[config.mk]
export PLATFORM = sky130hd
export DESIGN_NAME = usb_function_local_register_bank
export DESIGN_NICKNAME = d
export VERILOG_FILES = /design/src/core/usb_regbank_pkg.sv /design/src/core/byte_fifo.sv /design/src/core/usb_function_local_register_bank.sv
export SDC_FILE = /design/constraint.sdc
export NUM_CORES = 2
export LEC_CHECK = 0
export ABC_AREA = 1
export BUFFER_PORTS_ARGS = -buffer_cell sky130_fd_sc_hd__clkbuf_2
export CORE_MARGIN = 4
export CORE_UTILIZATION = 25
export CTS_BUF_LIST = sky130_fd_sc_hd__clkbuf_4
export DETAILED_ROUTE_END_ITERATION = 10
export PLACE_DENSITY = 0.44
export RECOVER_POWER = 100
export SLEW_MARGIN = 20
export SYNTH_ARGS = -nofsm -noshare
export SYNTH_HDL_FRONTEND = slang
export SYNTH_SLANG_ARGS = --single-unit
export TNS_END_PERCENT = 5
[constraint.sdc]
create_clock -name core_clk_i -period 3.4 [get_ports core_clk_i]
set_clock_uncertainty 0.1 [all_clocks]
set_input_delay 0.68 -clock core_clk_i [delete_from_list [all_inputs] [get_ports core_clk_i]]
set_output_delay 0.68 -clock core_clk_i [all_outputs]
set_load 0.1 [all_outputs]
[src/core/usb_regbank_pkg.sv]
`default_nettype none
package usb_regbank_pkg;
   localparam int DATA_W = 8;
   localparam int FIFO_DEPTH = 64;
   localparam int CNT_W = 7;
   localparam int MBOX_N = 8;
   localparam int IDX_W = 3;
   localparam int THR_W = 6;
   localparam int ADDR_W = 5;

   localparam logic [ADDR_W-1:0] ADDR_STAT1 = 5'h02;
   localparam logic [ADDR_W-1:0] ADDR_ENB2 = 5'h03;
   localparam logic [ADDR_W-1:0] ADDR_STAT2 = 5'h04;
   localparam logic [ADDR_W-1:0] ADDR_RX_IDX = 5'h08;
   localparam logic [ADDR_W-1:0] ADDR_RX_PORT = 5'h09;
   localparam logic [ADDR_W-1:0] ADDR_TX_IDX = 5'h0c;
   localparam logic [ADDR_W-1:0] ADDR_TX_PORT = 5'h0d;
   localparam logic [ADDR_W-1:0] ADDR_POLL = 5'h0e;
   localparam logic [ADDR_W-1:0] ADDR_RX_DATA = 5'h10;
   localparam logic [ADDR_W-1:0] ADDR_RX_LEVEL = 5'h11;
   localparam logic [ADDR_W-1:0] ADDR_RX_STATE = 5'h12;
   localparam logic [ADDR_W-1:0] ADDR_RX_PKSZ = 5'h13;
   localparam logic [ADDR_W-1:0] ADDR_TX_DATA = 5'h14;
   localparam logic [ADDR_W-1:0] ADDR_TX_LEVEL = 5'h15;
   localparam logic [ADDR_W-1:0] ADDR_TX_STATE = 5'h16;

   localparam int S1_SUSPEND = 7;
   localparam int S1_SOF = 6;
   localparam int S1_EOT = 5;
   localparam int S1_EP4 = 4;
   localparam int S1_EP3 = 3;
   localparam int S1_EP2 = 2;
   localparam int S1_EP1 = 1;
   localparam int S1_UPPER = 0;
   localparam int S2_TX_AE = 1;
   localparam int S2_RX_AF = 0;
   localparam int FS_VALID = 5;
   localparam int FS_FLUSH = 4;
   localparam int FS_OVF = 3;
   localparam int FS_UNF = 2;
   localparam int FS_FULL = 1;
   localparam int FS_EMPTY = 0;

   localparam logic [DATA_W-1:0] BYTE_ZERO = 8'h00;
   localparam logic [DATA_W-1:0] POLL_RST = 8'hff;
   localparam logic [DATA_W-1:0] PKSZ_RST = 8'h08;
   localparam logic [1:0] ENB2_MASK = 2'h3;
   localparam logic [THR_W-1:0] AF_THR_RST = 6'h3c;
   localparam logic [THR_W-1:0] AE_THR_RST = 6'h04;

   typedef struct packed {
      logic cs_n;
      logic rd_n;
      logic wr_n;
      logic dma_acknowledge_n_n;
      logic eot_n;
      logic [ADDR_W-1:0] addr;
      logic [DATA_W-1:0] data;
   } lbus_t;

   typedef struct packed {
      logic suspend_req;
      logic sof;
      logic ep4_sent;
      logic ep3_rcvd;
      logic ep2_read;
      logic ep1_written;
   } sie_event_t;

   typedef struct packed {
      logic wr;
      logic [IDX_W-1:0] idx;
      logic [DATA_W-1:0] data;
   } mbox_wr_t;
endpackage
`default_nettype wire

[src/core/byte_fifo.sv]
`default_nettype none
module byte_fifo #(
   parameter int WIDTH = 8,
   parameter int DEPTH = 8,
   localparam int PTR_W = $clog2(DEPTH),
   localparam int CNT_W = $clog2(DEPTH + 1)
) (
   input wire logic core_clk_i,
   input wire logic rst_n_i,
   input wire logic flush_i,
   input wire logic in_valid_i,
   input wire logic [WIDTH-1:0] in_data_i,
   output logic in_ready_o,
   output logic out_valid_o,
   output logic [WIDTH-1:0] out_data_o,
   input wire logic out_ready_i,
   output logic [CNT_W-1:0] count_o
);
   logic [WIDTH-1:0] mem_q [DEPTH];
   logic [PTR_W-1:0] wr_ptr_q;
   logic [PTR_W-1:0] rd_ptr_q;
   logic [CNT_W-1:0] count_q;
   logic push;
   logic pop;

   assign in_ready_o = count_q != CNT_W'(DEPTH);
   assign out_valid_o = count_q != '0;
   assign out_data_o = mem_q[rd_ptr_q];
   assign count_o = count_q;
   assign push = in_valid_i & in_ready_o;
   assign pop = out_valid_o & out_ready_i;

   always_ff @(posedge core_clk_i) begin
      if (push) begin
         mem_q[wr_ptr_q] <= in_data_i;
      end
   end

   // Flush beats any push or pop in the same cycle
   always_ff @(posedge core_clk_i) begin
      if (!rst_n_i || flush_i) begin
         wr_ptr_q <= '0;
         rd_ptr_q <= '0;
      end else begin
         if (push) wr_ptr_q <= PTR_W'(wr_ptr_q + 1'b1);
         if (pop) rd_ptr_q <= PTR_W'(rd_ptr_q + 1'b1);
      end
   end

   always_ff @(posedge core_clk_i) begin
      if (!rst_n_i || flush_i) begin
         count_q <= '0;
      end else if (push && !pop) begin
         count_q <= CNT_W'(count_q + 1'b1);
      end else if (pop && !push) begin
         count_q <= CNT_W'(count_q - 1'b1);
      end
   end
endmodule
`default_nettype wire

[src/core/usb_function_local_register_bank.sv]
`default_nettype none
module usb_function_local_register_bank (
   input wire logic core_clk_i,
   input wire logic rst_n_i,
   input wire usb_regbank_pkg::lbus_t lbus_i,
   output logic [7:0] ldout_o,
   output logic ldout_oe_n_o,
   output logic local_irq_o,
   input wire logic [7:0] interrupt_enable_first_i,
   input wire logic validation_mode_i,
   input wire logic [5:0] almost_full_threshold_i,
   input wire logic [5:0] almost_empty_threshold_i,
   input wire usb_regbank_pkg::sie_event_t sie_event_i,
   input wire usb_regbank_pkg::mbox_wr_t sie_mbox_wr_i,
   output logic [63:0] ep2_mailbox_o,
   output logic [7:0] poll_interval_o,
   output logic [7:0] packet_limit_o,
   input wire logic sie_rx_valid_i,
   input wire logic [7:0] sie_rx_data_i,
   output logic sie_rx_ready_o,
   input wire logic sie_tx_rd_i,
   output logic [7:0] sie_tx_data_o,
   output logic sie_tx_valid_o
);
   localparam int DW = usb_regbank_pkg::DATA_W;
   localparam int CW = usb_regbank_pkg::CNT_W;
   localparam int IW = usb_regbank_pkg::IDX_W;

   function automatic logic hit(input usb_regbank_pkg::lbus_t b,
                                input logic [usb_regbank_pkg::ADDR_W-1:0] a);
      return b.dma_acknowledge_n_n && !b.cs_n && (b.addr == a);
   endfunction

   function automatic logic thr_eq(input logic [CW-1:0] cnt, input logic [5:0] thr);
      return cnt == CW'(thr);
   endfunction

   logic rd_q, wr_q;
   logic rd_take, wr_take, dma;
   logic [DW-1:0] stat1_q, enb2_q, stat2_q;
   logic [DW-1:0] set1, clr1, set2, clr2;
   logic [IW-1:0] rx_idx_q, tx_idx_q;
   logic [DW-1:0] rx_mbox_q [usb_regbank_pkg::MBOX_N];
   logic [usb_regbank_pkg::MBOX_N-1:0][DW-1:0] tx_mbox_q;
   logic [DW-1:0] poll_q, pksz_q, rdata, ldout_q;
   logic ldout_oe_n_q, irq_q;
   logic rx_ovf_q, rx_unf_q, tx_ovf_q, tx_unf_q, tx_valid_q;
   logic rx_port_rd, tx_port_rd, tx_port_wr;
   logic rx_data_rd, tx_data_wr, rx_flush, tx_flush;
   logic rx_in_ready, rx_out_valid, tx_in_ready, tx_out_valid;
   logic [DW-1:0] rx_out_data, tx_out_data;
   logic [CW-1:0] rx_count, tx_count;
   logic rx_push, tx_pop, tx_permit, eot_hit;
   logic rx_ready_q, tx_byte_valid_q;
   logic [DW-1:0] tx_byte_q;

   // Strobes come from logic on this clock; one access per strobe assertion
   assign dma = !lbus_i.dma_acknowledge_n_n;
   assign rd_take = !lbus_i.rd_n && !rd_q && (!lbus_i.cs_n || dma);
   assign wr_take = !lbus_i.wr_n && !wr_q && (!lbus_i.cs_n || dma);

   always_ff @(posedge core_clk_i) begin
      if (!rst_n_i) begin
         rd_q <= 1'b0;
         wr_q <= 1'b0;
      end else begin
         rd_q <= !lbus_i.rd_n;
         wr_q <= !lbus_i.wr_n;
      end
   end

   // DMA acknowledge overrides chip select and the address
   assign rx_port_rd = rd_take && hit(lbus_i, usb_regbank_pkg::ADDR_RX_PORT);
   assign tx_port_rd = rd_take && hit(lbus_i, usb_regbank_pkg::ADDR_TX_PORT);
   assign tx_port_wr = wr_take && hit(lbus_i, usb_regbank_pkg::ADDR_TX_PORT);
   assign rx_data_rd = rd_take && (dma || hit(lbus_i, usb_regbank_pkg::ADDR_RX_DATA));
   assign tx_data_wr = wr_take && (dma || hit(lbus_i, usb_regbank_pkg::ADDR_TX_DATA));
   assign rx_flush = wr_take && hit(lbus_i, usb_regbank_pkg::ADDR_RX_STATE)
                     && lbus_i.data[usb_regbank_pkg::FS_FLUSH];
   assign tx_flush = wr_take && hit(lbus_i, usb_regbank_pkg::ADDR_TX_STATE)
                     && lbus_i.data[usb_regbank_pkg::FS_FLUSH];
   assign eot_hit = !lbus_i.eot_n && dma && (!lbus_i.rd_n || !lbus_i.wr_n);

   assign rx_push = sie_rx_valid_i && rx_in_ready;
   assign tx_permit = !validation_mode_i || tx_valid_q;
   assign tx_pop = sie_tx_rd_i && tx_permit && tx_out_valid;

   byte_fifo #(
      .WIDTH(DW),
      .DEPTH(usb_regbank_pkg::FIFO_DEPTH)
   ) rx_fifo (
      .core_clk_i(core_clk_i),
      .rst_n_i(rst_n_i),
      .flush_i(rx_flush),
      .in_valid_i(sie_rx_valid_i),
      .in_data_i(sie_rx_data_i),
      .in_ready_o(rx_in_ready),
      .out_valid_o(rx_out_valid),
      .out_data_o(rx_out_data),
      .out_ready_i(rx_data_rd),
      .count_o(rx_count)
   );

   byte_fifo #(
      .WIDTH(DW),
      .DEPTH(usb_regbank_pkg::FIFO_DEPTH)
   ) tx_fifo (
      .core_clk_i(core_clk_i),
      .rst_n_i(rst_n_i),
      .flush_i(tx_flush),
      .in_valid_i(tx_data_wr),
      .in_data_i(lbus_i.data),
      .in_ready_o(tx_in_ready),
      .out_valid_o(tx_out_valid),
      .out_data_o(tx_out_data),
      .out_ready_i(tx_pop),
      .count_o(tx_count)
   );

   always_comb begin
      set1 = usb_regbank_pkg::BYTE_ZERO;
      set1[usb_regbank_pkg::S1_SUSPEND] = sie_event_i.suspend_req;
      set1[usb_regbank_pkg::S1_SOF] = sie_event_i.sof;
      set1[usb_regbank_pkg::S1_EOT] = eot_hit;
      set1[usb_regbank_pkg::S1_EP4] = sie_event_i.ep4_sent;
      set1[usb_regbank_pkg::S1_EP3] = sie_event_i.ep3_rcvd;
      set1[usb_regbank_pkg::S1_EP2] = sie_event_i.ep2_read;
      set1[usb_regbank_pkg::S1_EP1] = sie_event_i.ep1_written;
      set2 = usb_regbank_pkg::BYTE_ZERO;
      set2[usb_regbank_pkg::S2_TX_AE] =
         tx_pop && thr_eq(tx_count, almost_empty_threshold_i);
      set2[usb_regbank_pkg::S2_RX_AF] =
         rx_push && thr_eq(rx_count, almost_full_threshold_i);
      clr1 = (wr_take && hit(lbus_i, usb_regbank_pkg::ADDR_STAT1)) ? lbus_i.data
             : usb_regbank_pkg::BYTE_ZERO;
      clr2 = (wr_take && hit(lbus_i, usb_regbank_pkg::ADDR_STAT2)) ? lbus_i.data
             : usb_regbank_pkg::BYTE_ZERO;
   end

   // Set beats a same-cycle clear; zeros written leave bits alone
   always_ff @(posedge core_clk_i) begin
      if (!rst_n_i) begin
         stat1_q <= usb_regbank_pkg::BYTE_ZERO;
         stat2_q <= usb_regbank_pkg::BYTE_ZERO;
      end else begin
         stat1_q <= ((stat1_q & ~clr1) | set1) & ~8'h01;
         stat2_q <= ((stat2_q & ~clr2) | set2) & {6'h00, usb_regbank_pkg::ENB2_MASK};
      end
   end

   always_ff @(posedge core_clk_i) begin
      if (!rst_n_i) begin
         enb2_q <= usb_regbank_pkg::BYTE_ZERO;
         poll_q <= usb_regbank_pkg::POLL_RST;
         pksz_q <= usb_regbank_pkg::PKSZ_RST;
      end else if (wr_take) begin
         if (hit(lbus_i, usb_regbank_pkg::ADDR_ENB2)) begin
            enb2_q <= lbus_i.data & {6'h00, usb_regbank_pkg::ENB2_MASK};
         end
         if (hit(lbus_i, usb_regbank_pkg::ADDR_POLL)) poll_q <= lbus_i.data;
         if (hit(lbus_i, usb_regbank_pkg::ADDR_RX_PKSZ)) pksz_q <= lbus_i.data;
      end
   end

   always_ff @(posedge core_clk_i) begin
      if (!rst_n_i) begin
         rx_idx_q <= '0;
         tx_idx_q <= '0;
      end else begin
         if (wr_take && hit(lbus_i, usb_regbank_pkg::ADDR_RX_IDX)) begin
            rx_idx_q <= lbus_i.data[IW-1:0];
         end else if (rx_port_rd) begin
            rx_idx_q <= rx_idx_q + 3'h1;
         end
         if (wr_take && hit(lbus_i, usb_regbank_pkg::ADDR_TX_IDX)) begin
            tx_idx_q <= lbus_i.data[IW-1:0];
         end else if (tx_port_rd || tx_port_wr) begin
            tx_idx_q <= tx_idx_q + 3'h1;
         end
      end
   end

   // Mailbox bytes: receive side written only from USB, transmit side from local bus
   always_ff @(posedge core_clk_i) begin
      if (!rst_n_i) begin
         for (int i = 0; i < usb_regbank_pkg::MBOX_N; i++) begin
            rx_mbox_q[i] <= usb_regbank_pkg::BYTE_ZERO;
            tx_mbox_q[i] <= usb_regbank_pkg::BYTE_ZERO;
         end
      end else begin
         if (sie_mbox_wr_i.wr) rx_mbox_q[sie_mbox_wr_i.idx] <= sie_mbox_wr_i.data;
         if (tx_port_wr) tx_mbox_q[tx_idx_q] <= lbus_i.data;
      end
   end

   // Error flags: hardware set wins over software clear
   always_ff @(posedge core_clk_i) begin
      if (!rst_n_i) begin
         rx_ovf_q <= 1'b0;
         rx_unf_q <= 1'b0;
         tx_ovf_q <= 1'b0;
         tx_unf_q <= 1'b0;
      end else begin
         if (wr_take && hit(lbus_i, usb_regbank_pkg::ADDR_RX_STATE)) begin
            if (lbus_i.data[usb_regbank_pkg::FS_OVF]) rx_ovf_q <= 1'b0;
            if (lbus_i.data[usb_regbank_pkg::FS_UNF]) rx_unf_q <= 1'b0;
         end
         if (wr_take && hit(lbus_i, usb_regbank_pkg::ADDR_TX_STATE)) begin
            if (lbus_i.data[usb_regbank_pkg::FS_OVF]) tx_ovf_q <= 1'b0;
            if (lbus_i.data[usb_regbank_pkg::FS_UNF]) tx_unf_q <= 1'b0;
         end
         if (sie_rx_valid_i && !rx_in_ready) rx_ovf_q <= 1'b1;
         if (rx_data_rd && !rx_out_valid) rx_unf_q <= 1'b1;
         if (tx_data_wr && !tx_in_ready) tx_ovf_q <= 1'b1;
         if (sie_tx_rd_i && tx_permit && !tx_out_valid) tx_unf_q <= 1'b1;
      end
   end

   // Software write of the valid bit wins over a same-cycle host read
   always_ff @(posedge core_clk_i) begin
      if (!rst_n_i) begin
         tx_valid_q <= 1'b0;
      end else if (wr_take && hit(lbus_i, usb_regbank_pkg::ADDR_TX_STATE)) begin
         tx_valid_q <= lbus_i.data[usb_regbank_pkg::FS_VALID];
      end else if (sie_tx_rd_i && tx_permit) begin
         tx_valid_q <= 1'b0;
      end
   end

   always_comb begin
      rdata = usb_regbank_pkg::BYTE_ZERO;
      if (dma) begin
         rdata = rx_out_data;
      end else begin
         unique case (lbus_i.addr)
            usb_regbank_pkg::ADDR_STAT1: rdata = stat1_q | {7'h00, |stat2_q};
            usb_regbank_pkg::ADDR_ENB2: rdata = enb2_q;
            usb_regbank_pkg::ADDR_STAT2: rdata = stat2_q;
            usb_regbank_pkg::ADDR_RX_IDX: rdata = {5'h00, rx_idx_q};
            usb_regbank_pkg::ADDR_RX_PORT: rdata = rx_mbox_q[rx_idx_q];
            usb_regbank_pkg::ADDR_TX_IDX: rdata = {5'h00, tx_idx_q};
            usb_regbank_pkg::ADDR_TX_PORT: rdata = tx_mbox_q[tx_idx_q];
            usb_regbank_pkg::ADDR_POLL: rdata = poll_q;
            usb_regbank_pkg::ADDR_RX_DATA: rdata = rx_out_valid ? rx_out_data
                                                   : usb_regbank_pkg::BYTE_ZERO;
            usb_regbank_pkg::ADDR_RX_LEVEL: rdata = {1'b0, rx_count};
            usb_regbank_pkg::ADDR_RX_STATE: begin
               rdata[usb_regbank_pkg::FS_OVF] = rx_ovf_q;
               rdata[usb_regbank_pkg::FS_UNF] = rx_unf_q;
               rdata[usb_regbank_pkg::FS_FULL] = !rx_in_ready;
               rdata[usb_regbank_pkg::FS_EMPTY] = !rx_out_valid;
            end
            usb_regbank_pkg::ADDR_RX_PKSZ: rdata = pksz_q;
            usb_regbank_pkg::ADDR_TX_LEVEL: rdata = {1'b0, tx_count};
            usb_regbank_pkg::ADDR_TX_STATE: begin
               rdata[usb_regbank_pkg::FS_VALID] = tx_valid_q;
               rdata[usb_regbank_pkg::FS_OVF] = tx_ovf_q;
               rdata[usb_regbank_pkg::FS_UNF] = tx_unf_q;
               rdata[usb_regbank_pkg::FS_FULL] = !tx_in_ready;
               rdata[usb_regbank_pkg::FS_EMPTY] = !tx_out_valid;
            end
            default: rdata = usb_regbank_pkg::BYTE_ZERO;
         endcase
      end
   end

   // Data is captured at the strobe's first cycle and held while it stays low
   always_ff @(posedge core_clk_i) begin
      if (!rst_n_i) begin
         ldout_q <= usb_regbank_pkg::BYTE_ZERO;
         ldout_oe_n_q <= 1'b1;
      end else begin
         if (rd_take) ldout_q <= rdata;
         ldout_oe_n_q <= !(!lbus_i.rd_n && (!lbus_i.cs_n || dma));
      end
   end

   always_ff @(posedge core_clk_i) begin
      if (!rst_n_i) begin
         irq_q <= 1'b0;
      end else begin
         irq_q <= |(stat1_q & interrupt_enable_first_i & ~8'h01)
                  || |(stat2_q & enb2_q);
      end
   end

   // Ready lags the FIFO by a cycle; a push against a full FIFO is flagged
   always_ff @(posedge core_clk_i) begin
      if (!rst_n_i) begin
         rx_ready_q <= 1'b0;
         tx_byte_valid_q <= 1'b0;
         tx_byte_q <= usb_regbank_pkg::BYTE_ZERO;
      end else begin
         rx_ready_q <= rx_in_ready;
         tx_byte_valid_q <= tx_pop;
         if (tx_pop) tx_byte_q <= tx_out_data;
      end
   end

   assign ldout_o = ldout_q;
   assign ldout_oe_n_o = ldout_oe_n_q;
   assign local_irq_o = irq_q;
   assign ep2_mailbox_o = tx_mbox_q;
   assign poll_interval_o = poll_q;
   assign packet_limit_o = pksz_q;
   assign sie_rx_ready_o = rx_ready_q;
   assign sie_tx_data_o = tx_byte_q;
   assign sie_tx_valid_o = tx_byte_valid_q;
endmodule
`default_nettype wire

==> run metrics <==
Overall Power about 0.035 W; warnings from Yosys 0; post-route ant nets 0; Post-synth ARST share 0; global-route wire length before repair 245000 um; Die ar. 216000 sq um; HPWL Detailed 105000 um; Post-Synthesis Cells 4716; relative slew slack -0.602; CTS sink count 1259; FILL cells 21646; R2R depth 9; pwr dens 563 nW/um^2; Peak VDD IR 0.000328 V; number of global-route vias before repair 37169; Synth cell types 56; Setup CP Type primary input to flop; syn nets just under 5000; Leakage Power ~22 nW; Hold Crit Class primary input to flop; Remaining Overflow, GRT 0; Clock H-tree levels 5; max-slew violations 537; Final Hold Viols 0; routed vias 38193; failing checks capacitance limit, slew limit, setup timing; Tmin final 3.42 ns; core area around 210000 sq um; Die Y 465 um; Root Buffer clkbuf_4; Chip Width 465 um; GPL Wtd Cong 0.854; Ports ~170; worst-margin pin slew 2.40 ns; #FFs+latches synth 1259; unrepaired setup endpoints after global routing true; FP Rows 167; worst path required time approximately 4.3 ns; startpoint type of the worst setup path primary input; area of the mapped netlist between 50000 and 60000 sq um; WL/cell 20.0 um; Post-synth EDFFs 1088; final setup fails 17; clock slew at reported path FFs 0.07 ns; Max Clock Freq ~0.29 GHz; Final Cell Area 62000 sq um; PortBufs 167; First-pass DRT Iterations 5; hold depth 5; Critical Path End Type flop; P&R area growth vs syn 18.8%; Post-synth top flop edfxtp_1; arrival time at the worst endpoint 4.29 ns; Max-Cap Viols 16; # DRC 0; total clock buffers created by CTS 350; via/cell ratio 4.58; Final nets 5410; GRT Total Usage 0.150; largest net degree at the start of global routing 118; clk buf depth 4; CP max FO 8; Cell Area, Placed around 58000 sq um; effective utilization at floorplan 0.252; synthesized area per cell 11.1 sq um; post-layout worst setup margin -0.0178 ns; WL final 167000 um; clk_lat worst skew 1.29 ns; outcome complete, but fails checks; period utilization 1.01; layout cell share with drive strength beyond 1 0.167; register area share after synthesis 0.691; initial antenna violation count 9; DRT iter0 DRCs 2946; CTS tree built
-- flip-flops by register name, indices dropped and copies added, names as in the netlist, 2 cells and up, named ones only --
name              count
stat1_q               7
ep2_mailbox_o        64
tx_fifo.wr_ptr_q      6
rx_fifo.rd_ptr_q      6
rx_fifo.mem_q       512
rx_idx_q              3
poll_interval_o       8
rx_fifo.wr_ptr_q      6
rx_fifo.count_o       7
rx_mbox_q            64
stat2_q               2
enb2_q                2
tx_idx_q              3
tx_fifo.mem_q       512
sie_tx_data_o         8
tx_fifo.rd_ptr_q      6
ldout_o               8
packet_limit_o        8
tx_fifo.count_o       7
-- stage by stage --
stage | hold slack [ns] | setup WS [ns] | setup TNS [ns] | std cells | utilization
floorplan | 0.350 | 0.284 | 0 | 4716 | -
global placement | 0.364 | -0.0857 | -0.0857 | 7680 | 0.278
detailed placement | 0.368 | -0.0785 | -0.0785 | 7680 | 0.278
CTS | 0.00625 | 0.0286 | 0 | 8332 | 0.302
global route | 0.0257 | 0.00400 | 0 | 8344 | 0.299
finish | 0.152 | -0.0178 | -0.152 | 8346 | 0.299
-- critical path, cell delays in order --
cell	delay [ns]
dlygate4sd3_1	0.60
nor2_2	0.14
dlygate4sd3_1	0.55
nand2_1	0.05
dlygate4sd3_1	0.56
a21oi_2	0.23
nand2_1	0.13
inv_2	0.10
buf_4	0.16
nand4_1	0.39
clkbuf_2	0.35
nor2_1	0.14
buf_4	0.21
-- cell usage after synthesis (3+ instances only) --
| library cell | count | area (sq um) |
|---|---|---|
| a31oi_1 | 4 | 25.0 |
| o2111ai_1 | 4 | 35.0 |
| buf_4 | 29 | 218 |
| inv_1 | 190 | 713 |
| ha_1 | 19 | 238 |
| a211oi_1 | 11 | 82.6 |
| nand2_2 | 3 | 18.8 |
| inv_2 | 9 | 33.8 |
| nand3_1 | 513 | 2570 |
| a22oi_1 | 3 | 22.5 |
| clkinv_1 | 9 | 33.8 |
| buf_6 | 12 | 135 |
| dfxtp_1 | 171 | 3420 |
| o21ai_1 | 12 | 60.1 |
| nand4_2 | 4 | 50.1 |
| o22ai_1 | 105 | 657 |
| clkbuf_1 | 122 | 458 |
| xnor2_1 | 5 | 43.8 |
| nor3_2 | 4 | 40.0 |
| nor2_1 | 628 | 2360 |
| a21oi_1 | 186 | 931 |
| nand4_1 | 38 | 238 |
| nor2_2 | 6 | 37.5 |
| buf_2 | 76 | 380 |
| nor3_1 | 15 | 75.1 |
| o221ai_1 | 21 | 184 |
| xor2_1 | 7 | 61.3 |
| buf_1 | 23 | 86.3 |
| nand2_1 | 856 | 3210 |
| o211ai_1 | 62 | 465 |
| o21ai_0 | 440 | 2200 |
| edfxtp_1 | 1088 | 32700 |
| nand2_4 | 9 | 101 |
-- final cells by class --
| class | count | area, sq um | area share |
|---|---|---|---|
| Timing Repair Buffer | 516 | 3350 | 0.0540 |
| Clock buffer | 522 | 3920 | 0.0632 |
| Multi-Input combinational cell | 2983 | 14000 | 0.226 |
| Antenna cell | 14 | 35.0 | 0.000565 |
| Inverter | 210 | 800 | 0.0129 |
| Clock inverter | 54 | 312 | 0.00502 |
| Tap cell | 2788 | 3490 | 0.0563 |
| Sequential cell | 1259 | 36100 | 0.582 |
-- worst paths after layout --
path / startpoint / end / slack, ns
max: lbus_i[8] / tx_fifo.mem_q[52][2] / -0.02
min: sie_mbox_wr_i[11] / rx_mbox_q[4][0] / 0.15
max reg2reg: rx_fifo.count_o[3] / rx_fifo.mem_q[50][2] / 0.21
min reg2reg: ep2_mailbox_o[23] / ep2_mailbox_o[23] / 0.38
-- where the power goes --
group / total, W / leakage [nW] / internal, W / switching (W)
sequential: 0.0172 / 11.2 / 0.0170 / 0.000183
combinational: 0.00426 / 8.23 / 0.00123 / 0.00303
clock: 0.0135 / 2.55 / 0.00723 / 0.00626
-- layer usage --
| layer | part of all wire | wire, um | track usage | up-vias |
|---|---|---|---|---|
| li1 | - | - | - | 18193 |
| met1 | 0.47 | 77700 | 0.210 | 18660 |
| met2 | 0.46 | 76300 | 0.234 | 1075 |
| met5 | 0 | 0 | 0 | - |
| met4 | 0.024 | 4080 | 0.0487 | 0 |
| met3 | 0.051 | 8460 | 0.0281 | 265 |
-- kinds of logic (layout without fill, tap and decap cells) --
| kind of cell | count (synthesis) | after routing | synth area share |
|---|---|---|---|
| flip-flops | 1259 | 1259 | 0.691 |
| XOR/XNOR | 12 | 12 | 0.00201 |
| other | 0 | 14 | 0 |
| AND/OR/NAND/NOR | 2089 | 2089 | 0.170 |
| adder cells (fa/ha/maj) | 21 | 21 | 0.00532 |
| buffers and inverters | 474 | 1302 | 0.0400 |
| AO/OA/AOI/OAI | 861 | 861 | 0.0915 |
-- cells in the final DEF (no fill, tap or decap), drive strengths merged, types with 2 or more instances in the layout --
cell type,synthesis,final
inv,200,204
o21ai,454,454
buf,141,111
nand3,514,514
nor3b,2,2
a22o,2,2
o22ai,105,105
a221oi,2,2
bufinv,0,4
dfxtp,171,171
nor4,3,3
o221ai,21,21
dlygate4sd3,0,75
nor3,19,19
a31oi,4,4
edfxtp,1088,1088
a22oi,3,3
ha,19,19
clkbuf,123,851
nand2,868,868
o2111ai,4,4
a211oi,11,11
nand3b,2,2
xor2,7,7
xnor2,5,5
o211ai,62,62
diode,0,14
clkinv,10,55
nor2,637,637
fa,2,2
a21oi,188,188
nand4,42,42
-- repair_timing --
item                                   4_1_cts  5_1_grt
setup endpoints to repair                    0        9
gates resized for setup                      0       16
endpoints found under the hold margin      823        0
setup buffers                                0        2
hold buffers                                76        0
No activity file was read; power rests on OpenSTA's default activity.
